### src/hdl/gpio_bank_pkg.sv
// Function
// [RULE_01] Write-only port B input enable register, one bit per pin, resets to all ones.
// [RULE_02] A cleared port B input enable bit blocks wake-up events from that pin.
// [RULE_03] Port A data register, eight bits, readable and writable, resets to zero.
// [RULE_04] Port A direction register, 1 is output, resets to zero so pins start as inputs.
// [RULE_05] Port A pin 5 only pulls low; output with data 1 leaves it tri-stated.
// [RULE_06] Port A pull-high enable register, resets to zero, acts only in input mode.
// [RULE_07] Port A pin 5 has no pull-up; its pull-high enable bit does nothing.
// [RULE_08] Port B data register, eight bits, readable and writable.
// [RULE_09] Port B direction register, 1 is output, resets to zero.
// [RULE_10] Port B pull-high enable register, 1 enables pull-high, resets to zero.
// [RULE_11] Write-only port A input enable register gating digital input and wake-up.
// [RULE_12] Output pins drive their data bit; data reads return enabled pins' sampled levels.
// [RULE_13] A pin with input disabled shows zero to sampling and wake-up logic.
package gpio_bank_pkg;

    localparam int          PORT_W          = 8;
    localparam int          ADDR_W          = 7;
    localparam int          DATA_W          = 32;

    // Register indices; byte address is four times the index
    localparam logic [4:0]  IDX_A_IN_EN     = 5'h0d;
    localparam logic [4:0]  IDX_B_IN_EN     = 5'h0e;
    localparam logic [4:0]  IDX_A_DATA      = 5'h10;
    localparam logic [4:0]  IDX_A_DIR       = 5'h11;
    localparam logic [4:0]  IDX_A_PULL      = 5'h12;
    localparam logic [4:0]  IDX_B_DATA      = 5'h14;
    localparam logic [4:0]  IDX_B_DIR       = 5'h15;
    localparam logic [4:0]  IDX_B_PULL      = 5'h16;

    // Reset values
    localparam logic [7:0]  RST_IN_EN       = 8'hff;
    localparam logic [7:0]  RST_DATA        = 8'h00;
    localparam logic [7:0]  RST_DIR         = 8'h00;
    localparam logic [7:0]  RST_PULL        = 8'h00;

    // Pin capability masks
    localparam logic [7:0]  A_OPEN_DRAIN    = 8'h20;
    localparam logic [7:0]  A_PULL_CAPABLE  = 8'hdf;
    localparam logic [7:0]  B_OPEN_DRAIN    = 8'h00;
    localparam logic [7:0]  B_PULL_CAPABLE  = 8'hff;

    localparam logic [1:0]  RESP_OKAY       = 2'h0;
    localparam logic [1:0]  RESP_SLVERR     = 2'h2;

    function automatic logic [4:0] reg_index(input logic [ADDR_W-1:0] addr);
        return addr[6:2];
    endfunction : reg_index

    function automatic logic reg_mapped(input logic [4:0] idx);
        return idx inside {IDX_A_IN_EN, IDX_B_IN_EN, IDX_A_DATA, IDX_A_DIR,
                           IDX_A_PULL, IDX_B_DATA, IDX_B_DIR, IDX_B_PULL};
    endfunction : reg_mapped

endpackage : gpio_bank_pkg

### src/hdl/gpio_port_if.sv
interface gpio_port_if;
    import gpio_bank_pkg::*;
    logic [PORT_W-1:0] data;
    logic [PORT_W-1:0] dir;
    logic [PORT_W-1:0] pull;
    logic [PORT_W-1:0] in_en;
    logic [PORT_W-1:0] level;
    logic [PORT_W-1:0] wake;

    modport regs (output data, dir, pull, in_en, input level, wake);
    modport pad  (input data, dir, pull, in_en, output level, wake);
endinterface : gpio_port_if

### src/hdl/dual_port_gpio_bank.sv
module dual_port_gpio_bank
    import gpio_bank_pkg::*;
(
    // Clock and reset
    input  wire logic              i_clock,
    input  wire logic              i_resetn,
    // AXI4-Lite write address
    input  wire logic              i_awvalid,
    output logic                   o_awready,
    input  wire logic [ADDR_W-1:0] i_awaddr,
    // AXI4-Lite write data
    input  wire logic              i_wvalid,
    output logic                   o_wready,
    input  wire logic [DATA_W-1:0] i_wdata,
    input  wire logic [3:0]        i_wstrb,
    // AXI4-Lite write response
    output logic                   o_bvalid,
    input  wire logic              i_bready,
    output logic      [1:0]        o_bresp,
    // AXI4-Lite read address
    input  wire logic              i_arvalid,
    output logic                   o_arready,
    input  wire logic [ADDR_W-1:0] i_araddr,
    // AXI4-Lite read data
    output logic                   o_rvalid,
    input  wire logic              i_rready,
    output logic      [DATA_W-1:0] o_rdata,
    output logic      [1:0]        o_rresp,
    // Port A pins
    input  wire logic [PORT_W-1:0] i_port_a_pin,
    output logic      [PORT_W-1:0] o_port_a_drive,
    output logic      [PORT_W-1:0] o_port_a_oe,
    output logic      [PORT_W-1:0] o_port_a_pullup,
    output logic      [PORT_W-1:0] o_port_a_wake,
    // Port B pins
    input  wire logic [PORT_W-1:0] i_port_b_pins,
    output logic      [PORT_W-1:0] o_port_b_drive,
    output logic      [PORT_W-1:0] o_port_b_oe,
    output logic      [PORT_W-1:0] o_port_b_pullup,
    output logic      [PORT_W-1:0] o_port_b_wake
);

    ////////////////////////////////////////////////////////////////////////////
    // Declarations

    logic              aw_held_reg;
    logic [ADDR_W-1:0] aw_addr_reg;
    logic              w_held_reg;
    logic [7:0]        w_data_reg;
    logic              w_lane0_reg;
    logic              bvalid_reg;
    logic [1:0]        bresp_reg;
    logic              rvalid_reg;
    logic [DATA_W-1:0] rdata_reg;
    logic [1:0]        rresp_reg;

    logic              aw_take;
    logic              w_take;
    logic              ar_take;
    logic              wr_fire;
    logic [4:0]        wr_idx;
    logic [4:0]        rd_idx;
    logic              wr_en;

    logic [7:0]        a_data_reg;
    logic [7:0]        a_dir_reg;
    logic [7:0]        a_pull_reg;
    logic [7:0]        a_in_en_reg;
    logic [7:0]        b_data_reg;
    logic [7:0]        b_dir_reg;
    logic [7:0]        b_pull_reg;
    logic [7:0]        b_in_en_reg;

    logic [7:0]        a_sync;
    logic [7:0]        b_sync;
    logic [7:0]        rd_byte;

    gpio_port_if a_if ();
    gpio_port_if b_if ();

    ////////////////////////////////////////////////////////////////////////////
    // AXI4-Lite write channel

    // One write in flight: both channels stall until the response is taken
    assign o_awready = !aw_held_reg && !bvalid_reg;
    assign o_wready  = !w_held_reg && !bvalid_reg;
    assign aw_take   = i_awvalid && o_awready;
    assign w_take    = i_wvalid && o_wready;
    assign wr_fire   = aw_held_reg && w_held_reg && !bvalid_reg;
    assign wr_idx    = reg_index(aw_addr_reg);
    // Only byte lane 0 holds register bits; upper lanes are ignored
    assign wr_en     = wr_fire && w_lane0_reg && reg_mapped(wr_idx);

    always_ff @(posedge i_clock or negedge i_resetn) begin
        if (!i_resetn) begin
            aw_held_reg <= 1'b0;
            aw_addr_reg <= '0;
        end else if (aw_take) begin
            aw_held_reg <= 1'b1;
            aw_addr_reg <= i_awaddr;
        end else if (wr_fire) begin
            aw_held_reg <= 1'b0;
        end
    end

    always_ff @(posedge i_clock or negedge i_resetn) begin
        if (!i_resetn) begin
            w_held_reg  <= 1'b0;
            w_data_reg  <= '0;
            w_lane0_reg <= 1'b0;
        end else if (w_take) begin
            w_held_reg  <= 1'b1;
            w_data_reg  <= i_wdata[7:0];
            w_lane0_reg <= i_wstrb[0];
        end else if (wr_fire) begin
            w_held_reg  <= 1'b0;
        end
    end

    always_ff @(posedge i_clock or negedge i_resetn) begin
        if (!i_resetn) begin
            bvalid_reg <= 1'b0;
            bresp_reg  <= RESP_OKAY;
        end else if (wr_fire) begin
            bvalid_reg <= 1'b1;
            bresp_reg  <= reg_mapped(wr_idx) ? RESP_OKAY : RESP_SLVERR;
        end else if (bvalid_reg && i_bready) begin
            bvalid_reg <= 1'b0;
        end
    end

    assign o_bvalid = bvalid_reg;
    assign o_bresp  = bresp_reg;

    ////////////////////////////////////////////////////////////////////////////
    // Register file

    always_ff @(posedge i_clock or negedge i_resetn) begin
        if (!i_resetn) begin
            a_in_en_reg <= RST_IN_EN;                                  // [RULE_11]
            b_in_en_reg <= RST_IN_EN;                                  // [RULE_01]
        end else if (wr_en && wr_idx == IDX_A_IN_EN) begin
            a_in_en_reg <= w_data_reg;                                 // [RULE_11]
        end else if (wr_en && wr_idx == IDX_B_IN_EN) begin
            b_in_en_reg <= w_data_reg;                                 // [RULE_01]
        end
    end

    always_ff @(posedge i_clock or negedge i_resetn) begin
        if (!i_resetn) begin
            a_data_reg <= RST_DATA;                                    // [RULE_03]
            b_data_reg <= RST_DATA;                                    // [RULE_08]
        end else if (wr_en && wr_idx == IDX_A_DATA) begin
            a_data_reg <= w_data_reg;                                  // [RULE_03]
        end else if (wr_en && wr_idx == IDX_B_DATA) begin
            b_data_reg <= w_data_reg;                                  // [RULE_08]
        end
    end

    always_ff @(posedge i_clock or negedge i_resetn) begin
        if (!i_resetn) begin
            a_dir_reg <= RST_DIR;                                      // [RULE_04]
            b_dir_reg <= RST_DIR;                                      // [RULE_09]
        end else if (wr_en && wr_idx == IDX_A_DIR) begin
            a_dir_reg <= w_data_reg;                                   // [RULE_04]
        end else if (wr_en && wr_idx == IDX_B_DIR) begin
            b_dir_reg <= w_data_reg;                                   // [RULE_09]
        end
    end

    always_ff @(posedge i_clock or negedge i_resetn) begin
        if (!i_resetn) begin
            a_pull_reg <= RST_PULL;                                    // [RULE_06]
            b_pull_reg <= RST_PULL;                                    // [RULE_10]
        end else if (wr_en && wr_idx == IDX_A_PULL) begin
            a_pull_reg <= w_data_reg;                                  // [RULE_06]
        end else if (wr_en && wr_idx == IDX_B_PULL) begin
            b_pull_reg <= w_data_reg;                                  // [RULE_10]
        end
    end

    ////////////////////////////////////////////////////////////////////////////
    // AXI4-Lite read channel

    assign o_arready = !rvalid_reg;
    assign ar_take   = i_arvalid && o_arready;
    assign rd_idx    = reg_index(i_araddr);

    // Data registers read back the pin level, not the stored value
    always_comb begin
        unique case (rd_idx)
            IDX_A_DATA: rd_byte = a_if.level;                          // [RULE_12]
            IDX_A_DIR:  rd_byte = a_dir_reg;
            IDX_A_PULL: rd_byte = a_pull_reg;
            IDX_B_DATA: rd_byte = b_if.level;                          // [RULE_12]
            IDX_B_DIR:  rd_byte = b_dir_reg;
            IDX_B_PULL: rd_byte = b_pull_reg;
            default:     rd_byte = 8'h00;
        endcase
    end

    always_ff @(posedge i_clock or negedge i_resetn) begin
        if (!i_resetn) begin
            rvalid_reg <= 1'b0;
            rdata_reg  <= '0;
            rresp_reg  <= RESP_OKAY;
        end else if (ar_take) begin
            rvalid_reg <= 1'b1;
            rdata_reg  <= {24'h000000, rd_byte};
            rresp_reg  <= reg_mapped(rd_idx) ? RESP_OKAY : RESP_SLVERR;
        end else if (rvalid_reg && i_rready) begin
            rvalid_reg <= 1'b0;
        end
    end

    assign o_rvalid = rvalid_reg;
    assign o_rdata  = rdata_reg;
    assign o_rresp  = rresp_reg;

    ////////////////////////////////////////////////////////////////////////////
    // Ports

    assign a_if.data  = a_data_reg;
    assign a_if.dir   = a_dir_reg;
    assign a_if.pull  = a_pull_reg;
    assign a_if.in_en = a_in_en_reg;
    assign b_if.data  = b_data_reg;
    assign b_if.dir   = b_dir_reg;
    assign b_if.pull  = b_pull_reg;
    assign b_if.in_en = b_in_en_reg;

    assign o_port_a_wake = a_if.wake;
    assign o_port_b_wake = b_if.wake;

    gpio_sync3 u_a_sync (
        .i_clock (i_clock),
        .i_resetn(i_resetn),
        .i_pin   (i_port_a_pin),
        .o_level (a_sync)
    );

    gpio_sync3 u_b_sync (
        .i_clock (i_clock),
        .i_resetn(i_resetn),
        .i_pin   (i_port_b_pins),
        .o_level (b_sync)
    );

    gpio_port_pad #(
        .OPEN_DRAIN  (A_OPEN_DRAIN),
        .PULL_CAPABLE(A_PULL_CAPABLE)
    ) u_a_pad (
        .i_clock     (i_clock),
        .i_resetn    (i_resetn),
        .port        (a_if.pad),
        .i_sync_level(a_sync),
        .o_drive     (o_port_a_drive),
        .o_oe        (o_port_a_oe),
        .o_pullup    (o_port_a_pullup)
    );

    gpio_port_pad #(
        .OPEN_DRAIN  (B_OPEN_DRAIN),
        .PULL_CAPABLE(B_PULL_CAPABLE)
    ) u_b_pad (
        .i_clock     (i_clock),
        .i_resetn    (i_resetn),
        .port        (b_if.pad),
        .i_sync_level(b_sync),
        .o_drive     (o_port_b_drive),
        .o_oe        (o_port_b_oe),
        .o_pullup    (o_port_b_pullup)
    );
endmodule : dual_port_gpio_bank

### src/hdl/gpio_sync3.sv
module gpio_sync3
    import gpio_bank_pkg::*;
(
    // Clock and reset
    input  wire logic              i_clock,
    input  wire logic              i_resetn,
    // Pins and filtered level
    input  wire logic [PORT_W-1:0] i_pin,
    output logic      [PORT_W-1:0] o_level
);
    logic [PORT_W-1:0] s1_reg;
    logic [PORT_W-1:0] s2_reg;
    logic [PORT_W-1:0] s3_reg;
    logic [PORT_W-1:0] agree;

    always_ff @(posedge i_clock or negedge i_resetn) begin
        if (!i_resetn) begin
            s1_reg <= '0;
            s2_reg <= '0;
            s3_reg <= '0;
        end else begin
            s1_reg <= i_pin;
            s2_reg <= s1_reg;
            s3_reg <= s2_reg;
        end
    end

    // A change counts only once the last two stages agree
    assign agree = ~(s2_reg ^ s3_reg);

    always_ff @(posedge i_clock or negedge i_resetn) begin
        if (!i_resetn) begin
            o_level <= '0;
        end else begin
            o_level <= (o_level & ~agree) | (s3_reg & agree);
        end
    end
endmodule : gpio_sync3

### src/hdl/gpio_port_pad.sv
module gpio_port_pad
    import gpio_bank_pkg::*;
#(
    parameter logic [PORT_W-1:0] OPEN_DRAIN   = 8'h00,
    parameter logic [PORT_W-1:0] PULL_CAPABLE = 8'hff
) (
    // Clock and reset
    input  wire logic              i_clock,
    input  wire logic              i_resetn,
    // Register side
    gpio_port_if.pad               port,
    input  wire logic [PORT_W-1:0] i_sync_level,
    // Pad side
    output logic      [PORT_W-1:0] o_drive,
    output logic      [PORT_W-1:0] o_oe,
    output logic      [PORT_W-1:0] o_pullup
);
    logic [PORT_W-1:0] gated;

    assign gated = i_sync_level & port.in_en;                          // [RULE_13]

    always_ff @(posedge i_clock or negedge i_resetn) begin
        if (!i_resetn) begin
            o_drive  <= '0;
            o_oe     <= '0;
            o_pullup <= '0;
        end else begin
            o_drive  <= port.data & ~OPEN_DRAIN;                       // [RULE_12] [RULE_05]
            o_oe     <= port.dir & (~OPEN_DRAIN | ~port.data);         // [RULE_05]
            o_pullup <= port.pull & ~port.dir & PULL_CAPABLE;          // [RULE_06] [RULE_07]
        end
    end

    // Disabled pins neither report a level nor raise a wake event
    always_ff @(posedge i_clock or negedge i_resetn) begin
        if (!i_resetn) begin
            port.level <= '0;
            port.wake  <= '0;
        end else begin
            port.level <= gated;
            port.wake  <= (gated ^ port.level) & port.in_en;           // [RULE_02] [RULE_11]
        end
    end
endmodule : gpio_port_pad

### config.mk
export PLATFORM = sky130hd
export DESIGN_NAME = dual_port_gpio_bank
export DESIGN_NICKNAME = d
export VERILOG_FILES = /design/src/hdl/gpio_bank_pkg.sv /design/src/hdl/gpio_port_if.sv /design/src/hdl/dual_port_gpio_bank.sv /design/src/hdl/gpio_sync3.sv /design/src/hdl/gpio_port_pad.sv
export SDC_FILE = /design/constraint.sdc
export NUM_CORES = 1
export LEC_CHECK = 0
export ABC_AREA = 1
export BUFFER_PORTS_ARGS = -buffer_cell sky130_fd_sc_hd__clkbuf_2
export CORE_MARGIN = 2
export CORE_UTILIZATION = 51
export CTS_BUF_LIST = sky130_fd_sc_hd__clkbuf_8
export CTS_CLUSTER_SIZE = 30
export DETAILED_ROUTE_END_ITERATION = 8
export PLACE_DENSITY = 0.78
export SYNTH_ARGS = -nofsm -noshare
export SYNTH_HDL_FRONTEND = slang
export SYNTH_SLANG_ARGS = --single-unit
### constraint.sdc
create_clock -name i_clock -period 1.5 [get_ports i_clock]
set_clock_uncertainty 0.1 [all_clocks]
set_input_delay 0.3 -clock i_clock [delete_from_list [all_inputs] [get_ports i_clock]]
set_output_delay 0.3 -clock i_clock [all_outputs]
set_load 0.05 [all_outputs]
==> metrics.md <==
| Metric | Value |
|---|---|
| RSZ-0062 raised after global routing | `true` |
| Final hold slack | `between 0.015 and 0.02 ns` |
| Peak Freq | `572 MHz` |
| TritonCTS Buffers | `38` |
| NumNets Final | `between 1k and 1.5k` |
| Final cycle utilization of the critical path | `117%` |
| Data required time of the worst path | `between 1 and 1.5 ns` |
| Longest Clk Path Bufs | `3` |
| Die width | `134 um` |
| Async S/R FF share, synth | `between 90% and 100%` |
| Synth cell types | `26` |
| Met2 WL | `~12000 um` |
| Vias | `between 6k and 7k` |
| Largest net degree at the start of global routing | `51` |
| Synth-to-Final Area Change | `41.6%` |
| R2r worst-path depth | `9` |
| Sw Pwr | `just over 0.007 W` |
| Reg-to-Reg Start | `aw_addr_reg[4]` |
| Detailed placement HPWL | `~13000 um` |
| Wirelength, routed | `around 23000 um` |
| Grt total ovfl | `0` |
| Final ANT Viol Nets | `0` |
| Setup WS post-layout | `-0.249 ns` |
| Outcome | `finished, violations left` |
| Failing checks | `setup timing` |
| Count leader, synth | `nand2_1` |
| PwrDens | `about 1700 nW/um2` |
| FP Rows | `47` |
| Final Core Density | `between 70% and 80%` |
| Slew of the pin with the lowest slew margin | `0.553 ns` |
| # clock sinks | `roughly 230` |
| Final hold vios | `0` |
| R2R Setup Slk | `-0.24 ns` |
| Worst Setup EP | `o_awready` |
| Die height | `roughly 130 um` |
| Yosys reg bits | `234` |
| Pint | `approximately 0.013 W` |
| Placed Cells | `about 1.2k` |
| H-tree depth | `2` |
| Fraction of power consumed by sequential logic | `between 40% and 50%` |
| DRT Pass-1 Iters | `5` |
| Crit end category | `primary output` |
| Starting Density | `between 50% and 60%` |
| Number of port buffers | `118` |
| Crit path arrival time | `1.35 ns` |
| Cells after synthesis | `approximately 800` |
| Die area | `about 18000 um2` |
| Post-synth EDFFs | `0` |
| Switching Share | `35.1%` |
| Core area | `16600 um2` |
| IO Count | `roughly 180` |
| Synth Warn # | `0` |
| Avg Cell Area, Syn | `10.6 um2` |
| GRT Util Overall | `about a quarter` |
| WL met3 | `around 1800 um` |
| Minimum clock period | `about 1.7 ns` |
| Critical-path maximum fanout | `3` |
| Sequential share of the synthesized area | `between 60 and 70%` |
| Reg2reg end | `a_if.pull[4]` |
| Max VDD drop | `~1400 uV` |
| Synth top area share | `62.9%` |
| Routability congestion estimate | `roughly 0.84` |
| Via/cell ratio | `between 5 and 6` |
| Root Driver | `clkbuf_8` |
| Lkg Pwr | `around 6.3 nW` |
| Crit start category | `register` |
| Fraction of layout instances using a drive strength above 1 | `33.6%` |
| Wire length per cell | `about 17 um` |
| Worst setup path category | `reg2out` |
| First-pass GRT wire length | `around 36000 um` |
| CTS tree | `yes` |
| Fin cells | `between 1k and 1.5k` |
| Commonest cells post-synth | `nand2_1 (230), dfrtp_1 (218), nor2_1 (96), nand4_1 (64), inv_1 (53)` |
| Top Metal Used | `met4` |
| Clk pin slew, worst setup/hold paths | `approximately 0.06 ns` |
| ANT cells | `0` |
| Clk Latency, worst-skew pair | `approximately 0.53 ns` |
| HP Class | `in2reg` |
| Synth area leaders | `dfrtp_1 (63%), nand2_1 (10%), dfstp_2 (4.8%)` |
| Initial antenna violation count | `0` |
| Synth area leader | `dfrtp_1` |
| Slew headroom | `a little over three fifths` |
| Prevailing post-synth register cell | `dfrtp_1` |
| Worst setup path start | `o_bvalid` |
| Starting DRC count in detailed routing | `~420` |
| Met1 wire length | `approximately 8500 um` |
| Finish-stage setup viols | `78` |
| Number of global-route vias before repair | `about 7.2k` |
| Slew Viols, Final | `0` |
| Comb pwr share | `between 30% and 40%` |
| Max cap viols | `0` |
| Remaining routing DRC violations | `0` |
| Clk pwr share | `approximately 27%` |
| Mapped cell area | `just under 9000 um2` |
per-stage QoR:
| step | setup TNS, ns | worst slack [ns] | cell area (um2) | power [W] |
|---|---|---|---|---|
| final | -12.48 | -0.249 | 12300 | 0.0203 |
| after global routing | -18.22 | -0.305 | 12300 | 0.0211 |
| after CTS | -9.42 | -0.238 | 12100 | 0.0199 |
| after detailed placement | -12.89 | -0.281 | 9840 | 0.0124 |
| after global placement | -8.72 | -0.178 | 9840 | 0.0122 |
| after floorplan | -10.23 | -0.150 | 8880 | 0.0110 |
how the worst min path moves through the flow:
| stage | startpoint | end | cells past startpoint |
|---|---|---|---|
| detailed placement | i_resetn | u_a_pad.port.wake[0] | 1 |
| CTS | i_araddr[4] | o_rresp[1] | 4 |
| global placement | i_resetn | u_a_pad.port.wake[0] | 1 |
| floorplan | i_resetn | asynchronous set/reset pin | 0 |
| global route | i_wvalid | w_held_reg | 3 |
| finish | i_wvalid | w_held_reg | 3 |
area by class of cell:
class | instances | area, um2
clock buffers | 52 | 716
fillers | 1031 | 4300
repair buffers | 245 | 2500
inverters | 55 | 218
flip-flops and latches | 234 | 5880
well taps | 220 | 275
multi-input cells | 506 | 2630
clock inverters | 16 | 62.6
kinds of logic (layout without fill, tap and decap cells):
logic type | Yosys count | after routing | synth area share [%]
DFF | 234 | 234 | 67.7
other | 1 | 28 | 0.0432
adders and majority gates | 16 | 16 | 1.85
muxes | 8 | 8 | 1.04
AOI/OAI and AO/OA | 36 | 36 | 2.08
buffers and inverters | 108 | 368 | 6.46
and+or+nand+nor | 416 | 418 | 20.8
critical path: stages (launching register included):
cell	delay (ns)
dfrtp_2	0.41
buf_6	0.14
nor2_4	0.11
buf_8	0.16
metal layers:
metal,vias to the layer above,GRT usage (%)
li1,3112,-
met1,3417,31.9
met2,349,43.3
met3,95,5.59
met4,0,12.9
met5,-,0
cells in the final DEF, fill, tap and decap left out, types with 10 or more instances in the layout:
cell type	count
maj3_1	16
inv_1	64
clkbuf_2	40
nand4_1	64
clkbuf_8	63
dfrtp_1	212
conb_1	28
nand2_1	185
buf_12	10
buf_4	70
buf_8	39
dlygate4sd3_1	34
dfstp_2	16
nor2_1	90
a21oi_1	18
o21ai_0	16
buf_6	35
nand2_2	42
power by group through the flow:
stage	Clock [W]	Combinational, W	Sequential, W
2_1_floorplan	0	0.00247	0.00850
3_3_place_gp	0	0.00408	0.00815
3_5_place_dp	0	0.00418	0.00818
4_1_cts	0.00550	0.00632	0.00811
5_1_grt	0.00587	0.00694	0.00831
6_report	0.00550	0.00657	0.00826
what timing repair did:
action                                 in CTS  in global routing
endpoints found under the hold margin     251                  0
pin swaps                                  35                 21
hold buffers                               34                  0
gates resized for setup                   205                104
setup buffers                              37                  5
cloned                                      6                  0
setup endpoints to repair                 142                145
Power figures use the tool's default switching activity.
